### src/rtl/brk_pkg.sv
// Constants and carrier types for the breaker threshold configuration block.
`default_nettype none
package brk_pkg;

    // Byte addresses of the registers that this block answers.
    localparam logic [7:0] ADDR_CS_MSB0 = 8'h00; // First channel current result, bits 9:2.
    localparam logic [7:0] ADDR_CS_LSB0 = 8'h01; // First channel current result, bits 1:0.
    localparam logic [7:0] ADDR_CS_MSB1 = 8'h04; // Second channel current result, bits 9:2.
    localparam logic [7:0] ADDR_CS_LSB1 = 8'h05; // Second channel current result, bits 1:0.
    localparam logic [7:0] ADDR_TRIP0 = 8'h2E; // trip_code_first_channel.
    localparam logic [7:0] ADDR_TRIP1 = 8'h2F; // trip_code_second_channel.
    localparam logic [7:0] ADDR_RATIO = 8'h30; // trip_ratio_register.
    localparam logic [7:0] ADDR_RANGE = 8'h33; // sense_range_select.

    // Reset values.
    localparam logic [7:0] TRIP_RST = 8'hBF; // Threshold code after reset.
    localparam logic [3:0] RATIO_RST = 4'hF; // Both channels at the 200 percent ratio.
    localparam logic [7:0] UNMAPPED_DATA = 8'h00; // Read answer for an unused address.

    // Field layout of the two-channel registers: channel n sits at bits 2n+1:2n.
    localparam int FIELD_W = 2;

    // Fast-to-slow ratio codes.
    localparam logic [1:0] RATIO_125 = 2'h0;
    localparam logic [1:0] RATIO_150 = 2'h1;
    localparam logic [1:0] RATIO_175 = 2'h2;
    localparam logic [1:0] RATIO_200 = 2'h3;

    // Slow threshold scale, in 1/256 steps: 100 divided by the ratio in percent.
    localparam logic [7:0] SCALE_125 = 8'hCD;
    localparam logic [7:0] SCALE_150 = 8'hAB;
    localparam logic [7:0] SCALE_175 = 8'h92;
    localparam logic [7:0] SCALE_200 = 8'h80;

    // Sense range codes; the strap pin sensor delivers the same encoding.
    localparam logic [1:0] RNG_100MV = 2'h0; // Pin open.
    localparam logic [1:0] RNG_50MV = 2'h1; // Pin high.
    localparam logic [1:0] RNG_25MV = 2'h2; // Pin low.
    localparam logic [1:0] RNG_SPARE = 2'h3; // Unused code.

    // Lowest effective threshold code: 40 percent of 255.
    localparam logic [7:0] CODE_MIN = 8'h66;

    // Cycles the strap synchroniser needs before its output is trusted.
    localparam logic [1:0] STRAP_SETTLE = 2'h2;

    // Default overdrive integral, in result counts, that ends a slow trip.
    localparam logic [15:0] SLOW_LIMIT_DEF = 16'h0400;

    // Phase of the power-up load of the range field.
    typedef enum logic [0:0] {
        BRK_STRAP_WAIT = 1'b0,
        BRK_RUN = 1'b1
    } brk_phase_t;

    // One converted current sample from the converter.
    typedef struct packed {
        logic valid;
        logic chan;
        logic [9:0] data;
    } brk_sample_t;

    // Thresholds and sense range handed to the front end of one channel.
    typedef struct packed {
        logic [9:0] fast;
        logic [9:0] slow;
        logic [1:0] fs_code;
    } brk_thr_t;

    // Register side request from the serial interface engine.
    typedef struct packed {
        logic wr;
        logic rd;
        logic [7:0] addr;
        logic [7:0] wdata;
    } brk_req_t;

endpackage
`default_nettype wire

### src/rtl/brk_core.sv
// Breaker threshold register bank, trip logic and current result storage.
//
// Two channels share one register port. Each channel keeps a threshold code, a
// ratio field and a range field. The fast and slow thresholds are worked out again
// on every clock, so software may change any of them while power flows.
// Converter results are kept per channel and read back as an upper byte plus a
// two-bit remainder at the next address. Trips are latched until the channel is
// restarted; a latched trip pulls the gate low and holds the fault pin low.
// The analog comparators sit outside. This block only compares converter counts,
// so its slow trip is an integral over samples rather than a true time delay.
//
// Function
// Ratio field selects 125, 150, 175, 200 percent.
// Ratio resets to the 200 percent setting.
// Slow threshold is fast threshold over ratio.
// Code spans 40 to 100 percent full scale.
// Range codes select 25, 50, 100 mV.
// Range field loads from strap pin at power-up.
// Range register: channel one bits 1:0, two 3:2.
// One code sets both thresholds; resets 0xBF.
// Software computes code from slow voltage, ratio.
// New settings apply while the channel runs.
// Fast above slow; fast crossing shuts down quickly.
// Slow trip delay shrinks with larger overdrive.
// Shutdown asserts the channel's open-drain fault output.
// Latest 10-bit result per channel is readable.
// Upper eight bits low address, two bits next.
// Same byte split for every 10-bit value.
// Ratio register: bits 1:0, 3:2; resets 0x0F.
// Either threshold crossing pulls the gate low.
// Range bits 7:4 read zero; code 11 is 25 mV.
`default_nettype none
module brk_core #(
    parameter logic [15:0] SLOW_LIMIT = brk_pkg::SLOW_LIMIT_DEF
) (
    input wire logic core_clk,
    input wire logic rstn,
    input wire brk_pkg::brk_req_t reg_req,
    output logic [7:0] reg_rdata,
    input wire brk_pkg::brk_sample_t adc_sample,
    input wire logic [3:0] range_strap_pin,
    input wire logic [1:0] chan_restart,
    output brk_pkg::brk_thr_t [1:0] chan_thr,
    output logic [1:0] gate_off,
    input wire logic [1:0] fault_i,
    output logic [1:0] fault_o,
    output logic [1:0] fault_oe,
    output logic [1:0] fault_seen
);
    import brk_pkg::*;

    // Every flip-flop of the block lives in this one record.
    // One record keeps the register step to a single line and the reset to six.
    typedef struct packed {
        logic [3:0] strap_s1; // First synchroniser stage, read only by the second.
        logic [3:0] strap_s2; // Second synchroniser stage.
        logic [1:0] fault_s1; // First stage for the fault wire readback.
        logic [1:0] fault_s2; // Second stage for the fault wire readback.
        brk_phase_t phase; // Waiting for the strap or running.
        logic [1:0] settle; // Cycles since reset release.
        logic [1:0][7:0] trip_code; // Threshold code per channel.
        logic [3:0] ratio; // Two ratio bits per channel.
        logic [3:0] range; // Two range bits per channel.
        logic [1:0][9:0] sample; // Latest current result per channel.
        logic [1:0][15:0] slow_acc; // Overdrive integral per channel.
        logic [1:0] shut; // Channel held off by a trip.
        logic [1:0][9:0] fast_thr; // Fast threshold in result counts.
        logic [1:0][9:0] slow_thr; // Slow threshold in result counts.
        logic [1:0][1:0] fs_code; // Normalised range code to the front end.
        logic [7:0] rdata; // Registered read answer.
    } brk_state_t;

    brk_state_t st; // Present state.
    brk_state_t next_st; // State for the coming edge.

    // Scale factor for a ratio code; the slow threshold is fast times this over 256.
    // The factors are rounded to the nearest 1/256, so the slow threshold may sit one
    // count away from the exact quotient, but it always stays below the fast one.
    function automatic logic [7:0] brk_scale(input logic [1:0] code);
        logic [7:0] k;
        k = SCALE_200;
        case (code)
            RATIO_125: k = SCALE_125;
            RATIO_150: k = SCALE_150;
            RATIO_175: k = SCALE_175;
            default: k = SCALE_200;
        endcase
        return k;
    endfunction

    // All next-state logic: synchronisers, register writes, thresholds and trips.
    always_comb begin
        logic [7:0] eff_code;
        logic [9:0] fast10;
        logic [17:0] prod;
        logic [9:0] od;
        logic [16:0] acc_sum;
        logic [1:0] rcode;
        logic hit;
        eff_code = 8'h00;
        fast10 = 10'h000;
        prod = 18'h00000;
        od = 10'h000;
        acc_sum = 17'h00000;
        rcode = 2'h0;
        hit = 1'b0;
        next_st = st;

        // Pins from outside the clock domain pass two flip-flops first.
        // The fault wire is read back only so software can see it; no logic acts on it.
        next_st.strap_s1 = range_strap_pin;
        next_st.strap_s2 = st.strap_s1;
        next_st.fault_s1 = fault_i;
        next_st.fault_s2 = st.fault_s1;

        // Power-up load of the range field once the synchroniser has filled.
        // Loading any earlier would latch the reset zeros of the synchroniser,
        // which decode as the 100 mV range whatever the pin says. The cost is a
        // few cycles after reset in which the front end sees the widest range.
        case (st.phase)
            BRK_STRAP_WAIT: begin
                if (st.settle == STRAP_SETTLE) begin
                    next_st.range = st.strap_s2;
                    next_st.phase = BRK_RUN;
                end else begin
                    next_st.settle = 2'(st.settle + 2'h1);
                end
            end
            default: begin
                next_st.phase = BRK_RUN;
            end
        endcase

        // Register writes; a write after the load overrides the strap value.
        // Bits 7:4 of the two short registers are not stored, so they read as zero.
        if (reg_req.wr) begin
            if (reg_req.addr == ADDR_TRIP0) begin
                next_st.trip_code[0] = reg_req.wdata;
            end else if (reg_req.addr == ADDR_TRIP1) begin
                next_st.trip_code[1] = reg_req.wdata;
            end else if (reg_req.addr == ADDR_RATIO) begin
                next_st.ratio = reg_req.wdata[3:0];
            end else if (reg_req.addr == ADDR_RANGE) begin
                next_st.range = reg_req.wdata[3:0];
            end
        end

        // Read answer, registered; only the low nibble of a short register is kept.
        // The answer is zero in every cycle without a read, so a stale byte can never
        // be mistaken for a fresh answer by the serial engine.
        next_st.rdata = UNMAPPED_DATA;
        if (reg_req.rd) begin
            if (reg_req.addr == ADDR_CS_MSB0) begin
                next_st.rdata = st.sample[0][9:2];
            end else if (reg_req.addr == ADDR_CS_LSB0) begin
                next_st.rdata = {6'h00, st.sample[0][1:0]};
            end else if (reg_req.addr == ADDR_CS_MSB1) begin
                next_st.rdata = st.sample[1][9:2];
            end else if (reg_req.addr == ADDR_CS_LSB1) begin
                next_st.rdata = {6'h00, st.sample[1][1:0]};
            end else if (reg_req.addr == ADDR_TRIP0) begin
                next_st.rdata = st.trip_code[0];
            end else if (reg_req.addr == ADDR_TRIP1) begin
                next_st.rdata = st.trip_code[1];
            end else if (reg_req.addr == ADDR_RATIO) begin
                next_st.rdata = {4'h0, st.ratio};
            end else if (reg_req.addr == ADDR_RANGE) begin
                next_st.rdata = {4'h0, st.range};
            end
        end

        // Per-channel thresholds and trip decisions.
        for (int ch = 0; ch < 2; ch++) begin
            // Codes below 40 percent are lifted so the fast threshold never sinks lower.
            // The register still reads back the code as written; only the threshold
            // handed to the front end is lifted.
            eff_code = (st.trip_code[ch] < CODE_MIN) ? CODE_MIN : st.trip_code[ch];
            fast10 = {eff_code, 2'h0};
            // Recomputed every cycle, so a new code, ratio or range takes effect live.
            prod = 18'(fast10) * 18'(brk_scale(st.ratio[ch * FIELD_W +: FIELD_W]));
            next_st.fast_thr[ch] = fast10;
            next_st.slow_thr[ch] = prod[17:8];
            rcode = st.range[ch * FIELD_W +: FIELD_W];
            next_st.fs_code[ch] = (rcode == RNG_SPARE) ? RNG_25MV : rcode;

            hit = 1'b0;
            if (adc_sample.valid && (adc_sample.chan == ch[0])) begin
                next_st.sample[ch] = adc_sample.data;
                // The fast comparison uses the incoming sample, not the stored copy.
                if (adc_sample.data > st.fast_thr[ch]) begin
                    hit = 1'b1;
                end
                if (adc_sample.data > st.slow_thr[ch]) begin
                    // Bigger overdrive fills the integral faster, so the delay shrinks.
                    // Limitation: the integral only moves when a sample of this channel
                    // arrives, so the delay also scales with the converter rate.
                    od = adc_sample.data - st.slow_thr[ch];
                    acc_sum = {1'b0, st.slow_acc[ch]} + {7'h00, od};
                    if (acc_sum >= {1'b0, SLOW_LIMIT}) begin
                        hit = 1'b1;
                        next_st.slow_acc[ch] = SLOW_LIMIT;
                    end else begin
                        next_st.slow_acc[ch] = acc_sum[15:0];
                    end
                end else if (st.slow_acc[ch] != 16'h0000) begin
                    // Short, small excursions leak away instead of tripping.
                    next_st.slow_acc[ch] = st.slow_acc[ch] - 16'h0001;
                end
            end

            // A trip in the same cycle as a restart wins over the restart.
            if (hit) begin
                next_st.shut[ch] = 1'b1;
            end else if (chan_restart[ch]) begin
                next_st.shut[ch] = 1'b0;
                next_st.slow_acc[ch] = 16'h0000;
            end
        end
    end

    // Synchronous reset puts constants only into the state record.
    // The range field resets to the 100 mV code and is replaced by the strap
    // value once the synchroniser has settled.
    always_ff @(posedge core_clk) begin
        if (!rstn) begin
            st <= '0;
            st.phase <= BRK_STRAP_WAIT;
            st.trip_code <= {TRIP_RST, TRIP_RST};
            st.ratio <= RATIO_RST;
            st.range <= {RNG_100MV, RNG_100MV};
            st.rdata <= UNMAPPED_DATA;
        end else begin
            st <= next_st;
        end
    end

    // Outputs other than the constant fault level are taken straight from the state record.
    // The fault pin is open-drain: its level is always low and only the enable
    // moves, so an outside pull-up supplies the released level.
    always_comb begin
        reg_rdata = st.rdata;
        gate_off = st.shut;
        fault_o = 2'h0; // The fault pin only ever pulls low.
        fault_oe = st.shut;
        fault_seen = st.fault_s2;
        for (int ch = 0; ch < 2; ch++) begin
            chan_thr[ch].fast = st.fast_thr[ch];
            chan_thr[ch].slow = st.slow_thr[ch];
            chan_thr[ch].fs_code = st.fs_code[ch];
        end
    end

    // The threshold code resets to its documented value.
    trip_reset_a: assert property (@(posedge core_clk)
        $rose(rstn) |-> st.trip_code[0] == TRIP_RST && st.ratio == RATIO_RST)
        else $error("threshold code or ratio wrong after reset");

    // A ratio write lands in the next cycle.
    ratio_write_a: assert property (@(posedge core_clk) disable iff (!rstn)
        reg_req.wr && reg_req.addr == ADDR_RATIO |=> st.ratio == $past(reg_req.wdata[3:0]))
        else $error("ratio write not stored");

    // Upper range bits always read as zero.
    range_read_a: assert property (@(posedge core_clk) disable iff (!rstn)
        reg_req.rd && reg_req.addr == ADDR_RANGE |=> reg_rdata[7:4] == 4'h0
        && reg_rdata[3:0] == $past(st.range))
        else $error("range register read wrong");

    // The 200 percent ratio halves the fast threshold.
    half_ratio_a: assert property (@(posedge core_clk) disable iff (!rstn)
        st.ratio[1:0] == RATIO_200 && st.phase == BRK_RUN
        |=> st.slow_thr[0] == {1'b0, st.fast_thr[0][9:1]})
        else $error("slow threshold not half of fast at 200 percent");

    // The slow threshold stays below the fast one.
    fast_above_a: assert property (@(posedge core_clk) disable iff (!rstn)
        st.phase == BRK_RUN |-> st.slow_thr[1] < st.fast_thr[1])
        else $error("slow threshold not below fast threshold");

    // A new code reaches the fast threshold two cycles after the write.
    code_track_a: assert property (@(posedge core_clk) disable iff (!rstn)
        reg_req.wr && reg_req.addr == ADDR_TRIP0 && reg_req.wdata >= CODE_MIN
        ##1 !(reg_req.wr && reg_req.addr == ADDR_TRIP0)
        |=> st.fast_thr[0] == {$past(reg_req.wdata, 2), 2'h0})
        else $error("fast threshold did not follow the code");

    // A sample above the fast threshold shuts the channel and pulls fault.
    fast_trip_a: assert property (@(posedge core_clk) disable iff (!rstn)
        adc_sample.valid && !adc_sample.chan && adc_sample.data > st.fast_thr[0]
        |=> gate_off[0] && fault_oe[0] && !fault_o[0])
        else $error("fast crossing did not shut the channel");

    // The strap value is loaded when the wait ends.
    strap_load_a: assert property (@(posedge core_clk) disable iff (!rstn)
        st.phase == BRK_STRAP_WAIT && st.settle == STRAP_SETTLE
        && !(reg_req.wr && reg_req.addr == ADDR_RANGE)
        |=> st.range == $past(st.strap_s2) && st.phase == BRK_RUN)
        else $error("range field not loaded from the strap");

    // The upper eight bits of a stored sample read back at the upper result address.
    sample_split_a: assert property (@(posedge core_clk) disable iff (!rstn)
        adc_sample.valid && adc_sample.chan ##1 !adc_sample.valid ##1 !adc_sample.valid
        && reg_req.rd && reg_req.addr == ADDR_CS_MSB1
        |=> reg_rdata == $past(adc_sample.data[9:2], 3))
        else $error("upper result byte wrong");

    // Spare range code is treated as the smallest range.
    spare_code_a: assert property (@(posedge core_clk) disable iff (!rstn)
        st.range[1:0] == RNG_SPARE |=> st.fs_code[0] == RNG_25MV)
        else $error("spare range code not mapped to 25 mV");

    // A range write lands in the next cycle and wins over the strap load.
    range_write_a: assert property (@(posedge core_clk) disable iff (!rstn)
        reg_req.wr && reg_req.addr == ADDR_RANGE |=> st.range == $past(reg_req.wdata[3:0]))
        else $error("range write not stored");

    // The front end sees each stored range code, spare code aside.
    range_decode_a: assert property (@(posedge core_clk) disable iff (!rstn)
        st.range[3:2] != RNG_SPARE |=> st.fs_code[1] == $past(st.range[3:2]))
        else $error("range code not passed to the front end");

    // A restart with no trip in the same cycle reopens the channel.
    restart_clear_a: assert property (@(posedge core_clk) disable iff (!rstn)
        chan_restart[0] && !(adc_sample.valid && !adc_sample.chan) |=> !gate_off[0])
        else $error("restart did not reopen the channel");

    // A latched trip stands until a restart arrives.
    trip_hold_a: assert property (@(posedge core_clk) disable iff (!rstn)
        gate_off[1] && !chan_restart[1] |=> gate_off[1] && fault_oe[1])
        else $error("trip released without a restart");

    // A sample at or below the slow threshold never starts a trip.
    small_skip_a: assert property (@(posedge core_clk) disable iff (!rstn)
        adc_sample.valid && adc_sample.chan && adc_sample.data <= st.slow_thr[1]
        && !gate_off[1] |=> !gate_off[1])
        else $error("sample below the slow threshold tripped the channel");

    // The low result byte holds only the two remainder bits.
    sample_low_a: assert property (@(posedge core_clk) disable iff (!rstn)
        reg_req.rd && reg_req.addr == ADDR_CS_LSB1 |=> reg_rdata[7:2] == 6'h00
        && reg_rdata[1:0] == $past(st.sample[1][1:0]))
        else $error("lower result byte wrong");

endmodule
`default_nettype wire

### config.mk
export PLATFORM = sky130hd
export DESIGN_NAME = brk_core
export DESIGN_NICKNAME = d
export VERILOG_FILES = /design/src/rtl/brk_pkg.sv /design/src/rtl/brk_core.sv
export SDC_FILE = /design/constraint.sdc
export NUM_CORES = 1
export LEC_CHECK = 0
export BUFFER_PORTS_ARGS = -buffer_cell sky130_fd_sc_hd__buf_2
export CAP_MARGIN = 20
export CORE_MARGIN = 4
export CORE_UTILIZATION = 42
export DETAILED_ROUTE_END_ITERATION = 8
export MAX_ROUTING_LAYER = met4
export PLACE_DENSITY = 0.63
export SLEW_MARGIN = 5
export SYNTH_ARGS = -nofsm -noshare
export SYNTH_HDL_FRONTEND = slang
export SYNTH_SLANG_ARGS = --single-unit
export TNS_END_PERCENT = 100
### constraint.sdc
create_clock -name core_clk -period 5.84 [get_ports core_clk]
set_input_delay 0.292 -clock core_clk [delete_from_list [all_inputs] [get_ports core_clk]]
set_output_delay 0.292 -clock core_clk [all_outputs]
set_load 0.02 [all_outputs]
### Yosys cells after proc, flatten, opt, wreduce, memory -nomap -nowiden

Index checks and enable logic that the tools add are counted.

| storage, ports and cells | value |
|---|---|
| register bits after elaboration | 145 |
| logic and storage cells | 127 |
| memories kept | 0 |
| input bits | 40 |
| output and inout bits | 60 |
| memory bits (writable) | 0 |
| bits in latches | 0 |
| memory bits (read-only) | 0 |

| cells by class | value |
|---|---|
| magnitude comparators | 8 |
| bitwise operators | 6 |
| $mul | 2 |
| reduce and logical (&&, ||, !) cells | 16 |
| muxes and demuxes | 47 |
| shifts and indexed selects | 0 |
| add/sub/neg operators | 7 |
| div/mod/pow operators | 0 |
| eq/ne operators | 14 |

Operators with widths:

| operator | number |
|---|---|
| 16-bit two-way mux | 12 |
| 8-bit two-way mux | 8 |
| 7-bit case mux with 3 select lines | 2 |
| 10-bit greater-than comparator | 4 |
| 4-bit two-way mux | 9 |
| 16-bit by 10-bit adder with 17-bit output | 2 |
| 17-bit by 11-bit greater-or-equal comparator with 1-bit output, second input constant | 2 |
| 8-bit by 6-bit == test with 1-bit output, second input constant | 4 |
| 8-bit by 8-bit multiplier with 16-bit output | 2 |
| 16-bit nonzero test | 2 |
| 16-bit by 1-bit subtractor with 16-bit output, second input constant | 2 |
| 10-bit subtractor | 2 |
| 8-bit by 3-bit == test with 1-bit output, second input constant | 2 |
| 8-bit by 7-bit < comparator with 1-bit output, second input constant | 2 |
| 1-bit two-way mux | 14 |
| 2-bit == test, second input constant | 5 |
| 8-bit by 1-bit == test with 1-bit output, second input constant | 1 |
| 8-bit zero test | 1 |
| 1-bit inverter | 6 |
| 2-bit AND reduction | 3 |
| 2-bit by 1-bit == test with 1-bit output, second input constant | 2 |
| 2-bit zero test | 2 |
| 2-bit two-way mux | 2 |
| 4-bit AND reduction | 1 |
| 5 further kinds | 8 |

### Depth between registers and ports, before layout

Gate-level depths: netlist of run 1.

| logic depth | value |
|---|---|
| depth in word-level cells | 9 |
| gate-level depth with buffers | 22 |

### Worst setup path after synthesis of run 1

OpenSTA, ideal clock, no wires.

| path | value |
|---|---|
| path type | flip-flop to flip-flop |
| start | reg st[117] in the netlist's numbering |
| end | reg st, in the netlist chan_thr[9] |
| data required time | 5719 ps |
| library setup time | 121 ps |
| data arrival time | 5221 ps |
| clock period less this slack | 5342 ps |
| path buffers | 0 |
| setup slack | 498 ps |
| stages on the path, launching flop included | 20 |
| cell sequence | dfxtp_1 > a211o_1 > a31oi_1 > nor2_1 > inv_1 > nand2_1 > fa_1 > fa_1 > fa_1 > fa_1 > inv_1 > ha_1 > inv_1 > or4_1 > o31ai_1 > a41o_1 > o21ai_1 > a21oi_1 > a21oi_1 > mux2i_1 |

RTL lines:

| element | line | RTL |
|---|---|---|
| from (decl) | brk_core.sv:73 | `brk_state_t st;` |
| from (signal assigned) | brk_core.sv:233 | `st <= next_st;` |

==> metrics.txt, run 1 <==
status=finished clean; GRT Util Overall=20.46%; Tot Pwr=3.073 mW; area post-placement=12,910 sq um; max_slew headroom=30.98%; fin crit period=5.496 ns; fin area=13,490 sq um; Final TNS setup=0 ns; Vias/cell=5.333; worst-margin pin slew=1.027 ns; Yosys top cell by area=dfxtp_1; yosys warns=0; required time worst endpoint=6.16 ns; CTS root buffer=clkbuf_16; Critical Path, Cell by Cell=a211o_1 -> a31oi_1 -> nor2_1 -> inv_1 -> nand2_1 -> fa_1 -> fa_1 -> fa_1 -> fa_1 -> inv_1 -> ha_1 -> inv_1 -> or4_1 -> o31ai_1 -> a41o_1 -> o21ai_1 -> a21oi_1 -> a21oi_1 -> mux2i_1; Achievable Freq=181.9 MHz; number of fillers in the final layout=2,851; gr ovfl total=0; Seq/Total Area, Yosys=22.65%; core box area=29,010 sq um; hold crit path type=input port to register; Crit Path Class=register to register; data arrival time of the critical path=5.81 ns; Cell Pwr Density=227.7 nW/um^2; largest net degree at the start of global routing=54; I/O Pins=100; skew final=0.01471 ns; Post-synth EDFFs=0; drt drc=0; worst skew pair latency=0.43 ns; Die ar.=32,490 sq um; register clock-pin slew on the reported worst setup and hold paths=0.07 ns; CP endpoint kind=register; Final nets=1,817; synth unique cells=73; Die X-Extent=180.3 um; Initial Util=42.95%; ratio of cells with drive above 1 in the final layout=10.59%; first-pass GRT wire length=53,720 um; initial antenna violation count=1; post-cts resize count=0; CTS tree=built; Via Count=10,470; Wirelength per Cell=16.47 um; mean post-synth cell area=8.103 sq um; Crit path largest cell delay=0.57 ns; leak pwr=6.477 nW; Tcrit/Tclk final=94.12%; Final Hold Fails=0; Die Ht=180.3 um; fin worst setup slack=0.3437 ns; clk sinks=141; hold buffers post-CTS=0; Startpoint Class=register; Mapped Cells=1,538; Place WS=0.3758 ns; Post-synth top flop=dfxtp_1; Seq cells post-synth=141; worst-case clock buffer depth=2; Synth top area share=22.65%; post-DP HPWL=25,720 um; routability congestion estimate=0.9254; Worst VDD drop=0.2151 mV; Max FO, Critical Path=5; RSZ-0062 raised after global routing=false; drt first pass iters=7; Syn Std Cell Area=12,460 sq um; maxcap violations=0; H-tree depth=4; IO Port Bufs=93; vias in the first global route=10,390; main area contributors after synthesis=dfxtp_1 (23%), ha_1 (14%), fa_1 (12%), inv_1 (5.5%), nand2_1 (5.2%); Num CTS Buffers=17; row cnt=62; area taken by multi-input logic gates=8347 sq um; initial drt markers=725; post-synthesis async set-or-reset flop share=0%; Reg area=2823 sq um; P&R area growth vs syn=8.273%; most frequent CP cell=fa_1; final wirelength=32,340 um; final core occ=46.51%; Routed Antenna Nets=0; Final setup viols=0; Setup Buffers After CTS=0; Slowest cell on crit path=fa_1; count of final max-slew check failures=0
cells by family (layout without fill, tap and decap cells):
| logic type | count (synthesis) | count (layout) | synth area share (%) |
|---|---|---|---|
| other | 1 | 8 | 0.03009 |
| adder cells (fa/ha/maj) | 213 | 213 | 25.84 |
| XOR/XNOR | 47 | 47 | 3.303 |
| buffers and inverters | 289 | 323 | 10.54 |
| AND/OR/NAND/NOR | 544 | 544 | 21.40 |
| flip-flops | 141 | 141 | 22.65 |
| AO/OA/AOI/OAI | 280 | 280 | 14.31 |
| multiplexers | 23 | 23 | 1.928 |
metrics by stage:
stage / std cells / hold WS, ns
finish: 1963 / 0.06488
global route: 1962 / 0.06371
CTS: 1961 / 0.05561
detailed placement: 1929 / 0.4179
global placement: 1929 / 0.4138
floorplan: 1543 / 0.4119
layout by cell type (no fill, tap or decap), types with 11 or more instances in the layout:
cell         n
fa_1        74
a31oi_1     12
nor2_1     104
nor2b_1     21
xnor2_1     28
a21o_1      17
ha_1       138
nor4_1      11
a21oi_1     97
nand3_1     55
clkbuf_16   17
mux2i_1     15
xor2_1      19
inv_1      183
a22oi_1     15
o21ai_0     51
o21a_1      11
and3_1      25
buf_4       14
and2_1      62
nand2b_1    14
dfxtp_1    141
buf_2       93
nor3_1      31
nand2_1    174
power breakdown:
group,internal (mW),total [mW],switching [mW]
clock,0.603,1.09,0.485
combinational,0.362,0.915,0.553
sequential,1.02,1.07,0.0551
total,1.98,3.07,1.09
synthesized netlist by cell type, types with 14 or more instances:
library cell	instances
ha_1	139
nand2_1	174
dfxtp_1	141
nand2b_1	14
xor2_1	19
inv_1	183
o21ai_0	51
a21oi_1	97
nand3_1	55
a22oi_1	15
nor2_1	104
nor3_1	31
nor2b_1	21
mux2i_1	15
a21o_1	17
and2_1	62
fa_1	74
clkbuf_1	39
buf_4	60
xnor2_1	28
and3_1	25
sequential cells by signal, summed over array words and instances (netlist names):
name        count
next_st         6
fault_oe        2
reg_rdata       8
fault_seen      2
chan_thr       40
st             83
critical path, delay by kind of cell (launching register included):
kind                       cells  cell delay [ns]
and+or+nand+nor                3             0.73
DFF                            1             0.34
adders and majority gates      5             2.31
muxes                          1             0.12
AOI/OAI and AO/OA              7             1.62
buffers and inverters          3             0.26
area by class of cell:
cell class | count | share of cell area (%)
antenna | 2 | 0.03709
clock buffer | 17 | 3.153
clock inverter | 15 | 1.122
inverter | 184 | 5.119
multi-input combinational | 1113 | 61.86
sequential | 141 | 20.92
tap | 384 | 3.561
timing repair buffer | 107 | 4.228
metal layers:
layer  vias up  track usage [%]  routed length, um
met5         -                -                  0
met4         0            4.386                527
met3        39            3.270               1283
met2       245            32.94              15380
met1      4993            27.42              15150
li1       5191                -                  -
worst paths after layout:
kind / cells past startpoint / to / start / slack (ns)
max: 19 / chan_thr[9] / st[116] / 0.34
min: 2 / next_st[134] / fault_i[1] / 0.06
max reg2reg: 19 / chan_thr[9] / st[116] / 0.34
min reg2reg: 1 / st[139] / next_st[139] / 0.43
Note: power is estimated with default switching activity, not from simulation.
==> run 2: changes to the inputs <==
--- a/config.mk
+++ b/config.mk
@@ -8,10 +8,10 @@
 export BUFFER_PORTS_ARGS = -buffer_cell sky130_fd_sc_hd__buf_2
 export CAP_MARGIN = 20
 export CORE_MARGIN = 4
-export CORE_UTILIZATION = 42
+export CORE_UTILIZATION = 50
 export DETAILED_ROUTE_END_ITERATION = 8
 export MAX_ROUTING_LAYER = met4
-export PLACE_DENSITY = 0.63
+export PLACE_DENSITY = 0.72
 export SLEW_MARGIN = 5
 export SYNTH_ARGS = -nofsm -noshare
 export SYNTH_HDL_FRONTEND = slang
==> metrics.txt, run 2 (same netlist as run 1, synthesis figures left out) <==
hold_ws=0.06285 ns (-0.002029 ns); Tcrit/Tclk final=94.06% (about the same); P&R area growth vs syn=7.901%; required time worst endpoint=6.16 ns (about the same); final core occ=55.13% (+8.6 points); Hold Crit Start=range_strap_pin[1]; hold crit path type=input port to register; Tot Pwr=3.115 mW (+1.4%); gr ovfl total=0 (unchanged); H-tree depth=4 (unchanged); leak pwr=6.467 nW (-0.15%); max reg flops=83 (unchanged); register clock-pin slew on the reported worst setup and hold paths=0.07 ns (about the same); first-pass GRT wire length=52,260 um (-2.7%); Die Ht=165.9 um (-8.0%); fin area=13,450 sq um (-0.34%); Max FO, Critical Path=6 (+1); status=finished clean; initial drt markers=629 (-13%); Final nets=1,814 (-0.17%); most common cell after layout, fill and taps aside=inv_1; worst-case clock buffer depth=2 (unchanged); Worst VDD drop=0.1684 mV (-22%); IO Port Bufs=93 (unchanged); row cnt=57 (-8.1%); drt first pass iters=5 (-2); Die ar.=27,510 sq um (-15%); Wirelength per Cell=16.50 um (+0.14%); max_slew headroom=33.01% (+2.0 points); I/O Pins=100 (unchanged); Startpoint Class=register; count of final max-slew check failures=0 (unchanged); clk sinks=141 (unchanged); number of fillers in the final layout=2,287 (-20%); Die X-Extent=165.9 um (-8.0%); final wirelength=31,330 um (-3.1%); vias in the first global route=10,630 (+2.3%); core box area=24,390 sq um (-16%); initial antenna violation count=1 (unchanged); most frequent cells in the layout=inv_1 (183), nand2_1 (174), dfxtp_1 (141), ha_1 (138), nor2_1 (104); Routed Antenna Nets=0 (unchanged); Biggest register=st; ratio of cells with drive above 1 in the final layout=10.67% (+0.084 points); CP endpoint kind=register; GRT Util Overall=23.41% (+3.0 points); RSZ-0062 raised after global routing=false; largest net degree at the start of global routing=54 (unchanged); routability congestion estimate=0.9070 (-2.0%); Setup Buffers After CTS=0 (unchanged); Place WS=0.2048 ns (-0.1710 ns); skew final=0.01915 ns (+0.004435 ns); Crit Path Class=register to register; Final Hold Fails=0 (unchanged); Num CTS Buffers=17 (unchanged); Final TNS setup=0 ns (unchanged); fin worst setup slack=0.3470 ns (+0.003274 ns); Final Non-Filler Cells=1,899 (-3.3%); worst-margin pin slew=0.9972 ns (-0.03019 ns); drt drc=0 (unchanged); DP Cell Count=1,866 (-3.3%); worst skew pair latency=0.44 ns (about the same); reg2reg start=st[115]; Initial Util=51.09% (+8.1 points); area post-placement=12,810 sq um (-0.76%); Cell Pwr Density=231.6 nW/um^2 (+1.7%); Vias/cell=5.601 (+5.0%); data arrival time of the critical path=5.81 ns (about the same); Via Count=10,640 (+1.6%); CTS root buffer=clkbuf_16; fin crit period=5.493 ns (-0.003274 ns); Final setup viols=0 (unchanged); Critical path origin=st[115]; CTS tree=built; post-DP HPWL=24,550 um (-4.5%); Achievable Freq=182.0 MHz (about the same); maxcap violations=0 (unchanged)
-- run 2: changes by cell type in the layout (fill, tap and decap cells not counted), moves of 2 or more --
cell / previous run / this run
buf_4: 14 / 11
clkinvlp_4: 1 / 4
inv_8: 3 / 1
clkinv_2: 2 / 0
-- run 2: final cells by class --
type	count	area, sq um	area share, %
repair buffers	104	548.0	4.076
flip-flops and latches	141	2823	20.99
diodes	1	2.502	0.01861
clock inverters	15	178.9	1.331
inverters	184	690.7	5.136
clock buffers	17	425.4	3.164
well taps	324	405.4	3.015
multi-input cells	1113	8373	62.27
-- run 2: where the power goes --
part | internal [mW] | total [mW] | switching (mW)
clock | 0.643 | 1.14 | 0.493
sequential | 1.02 | 1.07 | 0.0540
combinational | 0.361 | 0.909 | 0.548
total | 2.02 | 3.11 | 1.09
-- run 2: final timing paths --
path / slack [ns] / endpoint / cells past startpoint
hold reg to reg: 0.43 / st[138] / 1
setup / recovery: 0.35 / chan_thr[9] / 19
setup reg to reg: 0.35 / chan_thr[9] / 19
hold / removal: 0.06 / next_st[138] / 2
-- run 2: repair_timing --
action,in CTS,in global routing
hold buffers,0,0
endpoints found under the hold margin,0,0
setup endpoints to repair,0,6
resized for setup,0,6
-- run 2: worst max-delay path, stage by stage (launching register included) --
cell and delay, ns:
dfxtp_1 0.36, a211o_1 0.30, a31oi_2 0.25, nor2_1 0.09, inv_1 0.16, nand2_1 0.12
fa_1 0.45, fa_1 0.57, fa_1 0.45, fa_1 0.54, inv_1 0.04, ha_1 0.28
inv_1 0.06, or4_1 0.60, o31ai_4 0.26, a41o_1 0.27, o21ai_1 0.13, a21oi_2 0.18
a21oi_1 0.10, mux2i_1 0.13
-- run 2: per-layer routing --
| layer | GRT usage (%) | part of all wire (%) |
|---|---|---|
| met1 | 29.87 | 44 |
| met2 | 38.33 | 48 |
| met3 | 4.070 | 5.8 |
| met4 | 6.887 | 2.2 |
| met5 | - | 0 |
==> run 3: changes to the inputs <==
--- a/config.mk
+++ b/config.mk
@@ -8,11 +8,12 @@
 export BUFFER_PORTS_ARGS = -buffer_cell sky130_fd_sc_hd__buf_2
 export CAP_MARGIN = 20
 export CORE_MARGIN = 4
-export CORE_UTILIZATION = 50
+export CORE_UTILIZATION = 45
+export CTS_BUF_LIST = sky130_fd_sc_hd__clkbuf_8
 export DETAILED_ROUTE_END_ITERATION = 8
 export MAX_ROUTING_LAYER = met4
-export PLACE_DENSITY = 0.72
-export SLEW_MARGIN = 5
+export PLACE_DENSITY = 0.67
+export SLEW_MARGIN = 20
 export SYNTH_ARGS = -nofsm -noshare
 export SYNTH_HDL_FRONTEND = slang
 export SYNTH_SLANG_ARGS = --single-unit
==> metrics.txt, run 3 (same netlist as run 1, synthesis figures left out) <==
largest net degree at the start of global routing=54 (unchanged); M1 GR Usage=27.27% (-2.6 points); worst-case clock buffer depth=2 (unchanged); Setup Buffers After CTS=0 (unchanged); Final TNS setup=0 ns (unchanged); most frequent cells in the layout=inv_1 (183), nand2_1 (174), dfxtp_1 (141), ha_1 (139), nor2_1 (103); IO Port Bufs=93 (unchanged); Tcrit/Tclk final=94.68% (+0.62 points); routability congestion estimate=0.9460 (+4.3%); drt drc=0 (unchanged); Max FO, Critical Path=6 (unchanged); layer with the highest usage=met2; skew final=0.02361 ns (+0.004463 ns); Routed Antenna Nets=0 (unchanged); max reg flops=83 (unchanged); Cell Pwr Density=212.3 nW/um^2 (-8.3%); ratio of cells with drive above 1 in the final layout=10.60% (-0.070 points); row cnt=60 (+5.3%); CTS tree=built; required time worst endpoint=6.19 ns (+0.03 ns); worst path bufs/invs=3 (unchanged); most common cell after layout, fill and taps aside=inv_1; DP Cell Count=1,915 (+2.6%); Crit path max-delay family=adder cells; max_slew headroom=32.87% (-0.14 points); Final Hold Fails=0 (unchanged); Crit Path Class=register to register; worst skew pair latency=0.47 ns (+0.03 ns); Startpoint Class=register; initial antenna violation count=0 (-1); Critical Path, Cell by Cell=a211o_1 -> a31oi_1 -> nor2_1 -> inv_1 -> nand2_1 -> fa_1 -> fa_1 -> fa_1 -> fa_1 -> inv_1 -> ha_1 -> inv_1 -> or4_1 -> o31ai_2 -> a41o_1 -> o21ai_1 -> a21oi_1 -> a21oi_1 -> mux2i_1; data arrival time of the critical path=5.88 ns (+0.07 ns); I/O Pins=100 (unchanged); M3 GR Usage=3.219% (-0.85 points); RSZ-0062 raised after global routing=false; register clock-pin slew on the reported worst setup and hold paths=0.09 ns (+0.02 ns); count of final max-slew check failures=0 (unchanged); Num CTS Buffers=17 (unchanged); drt first pass iters=7 (+2); Die ar.=30,420 sq um (+11%); Wirelength per Cell=16.07 um (-2.6%); P&R area growth vs syn=6.707%; first-pass GRT wire length=51,720 um (-1.0%); most frequent CP cell=fa_1; post-DP HPWL=24,740 um (+0.74%); Slowest cell on crit path=fa_1; Die X-Extent=174.4 um (+5.1%); final wirelength=31,280 um (-0.15%); H-tree depth=4 (unchanged); final core occ=49.07% (-6.1 points); Initial Util=45.98% (-5.1 points); maxcap violations=0 (unchanged); fin crit period=5.529 ns (+0.03605 ns); GRT Util Overall=21.20% (-2.2 points); CTS root buffer=clkbuf_8; clk sinks=141 (unchanged); initial drt markers=652 (+3.7%); Achievable Freq=180.9 MHz (-0.65%); diode count=0 (-1); vias in the first global route=10,410 (-2.0%); Die Ht=174.4 um (+5.1%); Worst VDD drop=0.1249 mV (-26%); Vias/cell=5.384 (-3.9%); Biggest register=st; GRT met2 Usage=34.43% (-3.9 points); worst-margin pin slew=1.005 ns (+0.008299 ns); hold crit path type=input port to register; Crit path largest cell delay=0.57 ns (-0.03 ns); Via Count=10,480 (-1.4%); Final nets=1,815 (+0.055%); Final Non-Filler Cells=1,947 (+2.5%); leak pwr=6.395 nW (-1.1%); core box area=27,100 sq um (+11%); gr ovfl total=0 (unchanged); status=finished clean; Final setup viols=0 (unchanged); CP endpoint kind=register
run 3: cell types whose count changed in the layout (fill, tap and decap cells not counted), sizes merged:
cell,previous run,this run
buf,104,105
clkinv,3,4
clkinvlp,4,2
diode,1,0
inv,190,191
run 3: stage by stage:
step / setup slack [ns] / total power [mW] / cell area, sq um / hold WS [ns]
floorplan: 0.4978 / 1.791 / 12480 / 0.4119
global placement: 0.3894 / 1.976 / 12880 / 0.4138
detailed placement: 0.2432 / 1.990 / 12880 / 0.4210
CTS: 0.2160 / 2.828 / 13290 / 0.01219
global route: 0.003486 / 2.993 / 13300 / 0.01991
finish: 0.3109 / 2.823 / 13300 / 0.03314
run 3: per-layer routing:
metal / wire, um / part of all wire, % / up-vias
met4: 790 / 2.5 / 0
li1: - / - / 5185
met1: 14190 / 45 / 4942
met5: 0 / 0 / -
met3: 1413 / 4.5 / 50
met2: 14890 / 48 / 306
run 3: cell type report:
type,count,area (sq um)
Fill cell,2625,13800
Multi-Input combinational cell,1113,8354
Sequential cell,141,2823
Inverter,184,690.7
Timing Repair Buffer,105,555.5
Tap cell,372,465.4
Clock buffer,17,234.0
Clock inverter,15,175.2
run 3: where the power goes:
| group | internal [mW] | total (mW) | switching, mW | leakage [nW] |
|---|---|---|---|---|
| clock | 0.394 | 0.842 | 0.448 | 0.203 |
| combinational | 0.361 | 0.911 | 0.550 | 5.04 |
| sequential | 1.02 | 1.07 | 0.0552 | 1.15 |
| total | 1.77 | 2.82 | 1.05 | 6.39 |
run 3: path summary, 6_finish.rpt:
kind                      startpoint  slack (ns)  depth (start not counted)           end
hold / removal    range_strap_pin[2]        0.03                          2  next_st[139]
setup reg to reg             st[116]        0.31                         19   chan_thr[9]
setup / recovery             st[116]        0.31                         19   chan_thr[9]
hold reg to reg         next_st[139]        0.44                          1       st[139]
run 3: what timing repair did:
item,CTS,global route
resized for setup,0,4
endpoints found under the setup margin,0,6
hold buffers,0,0
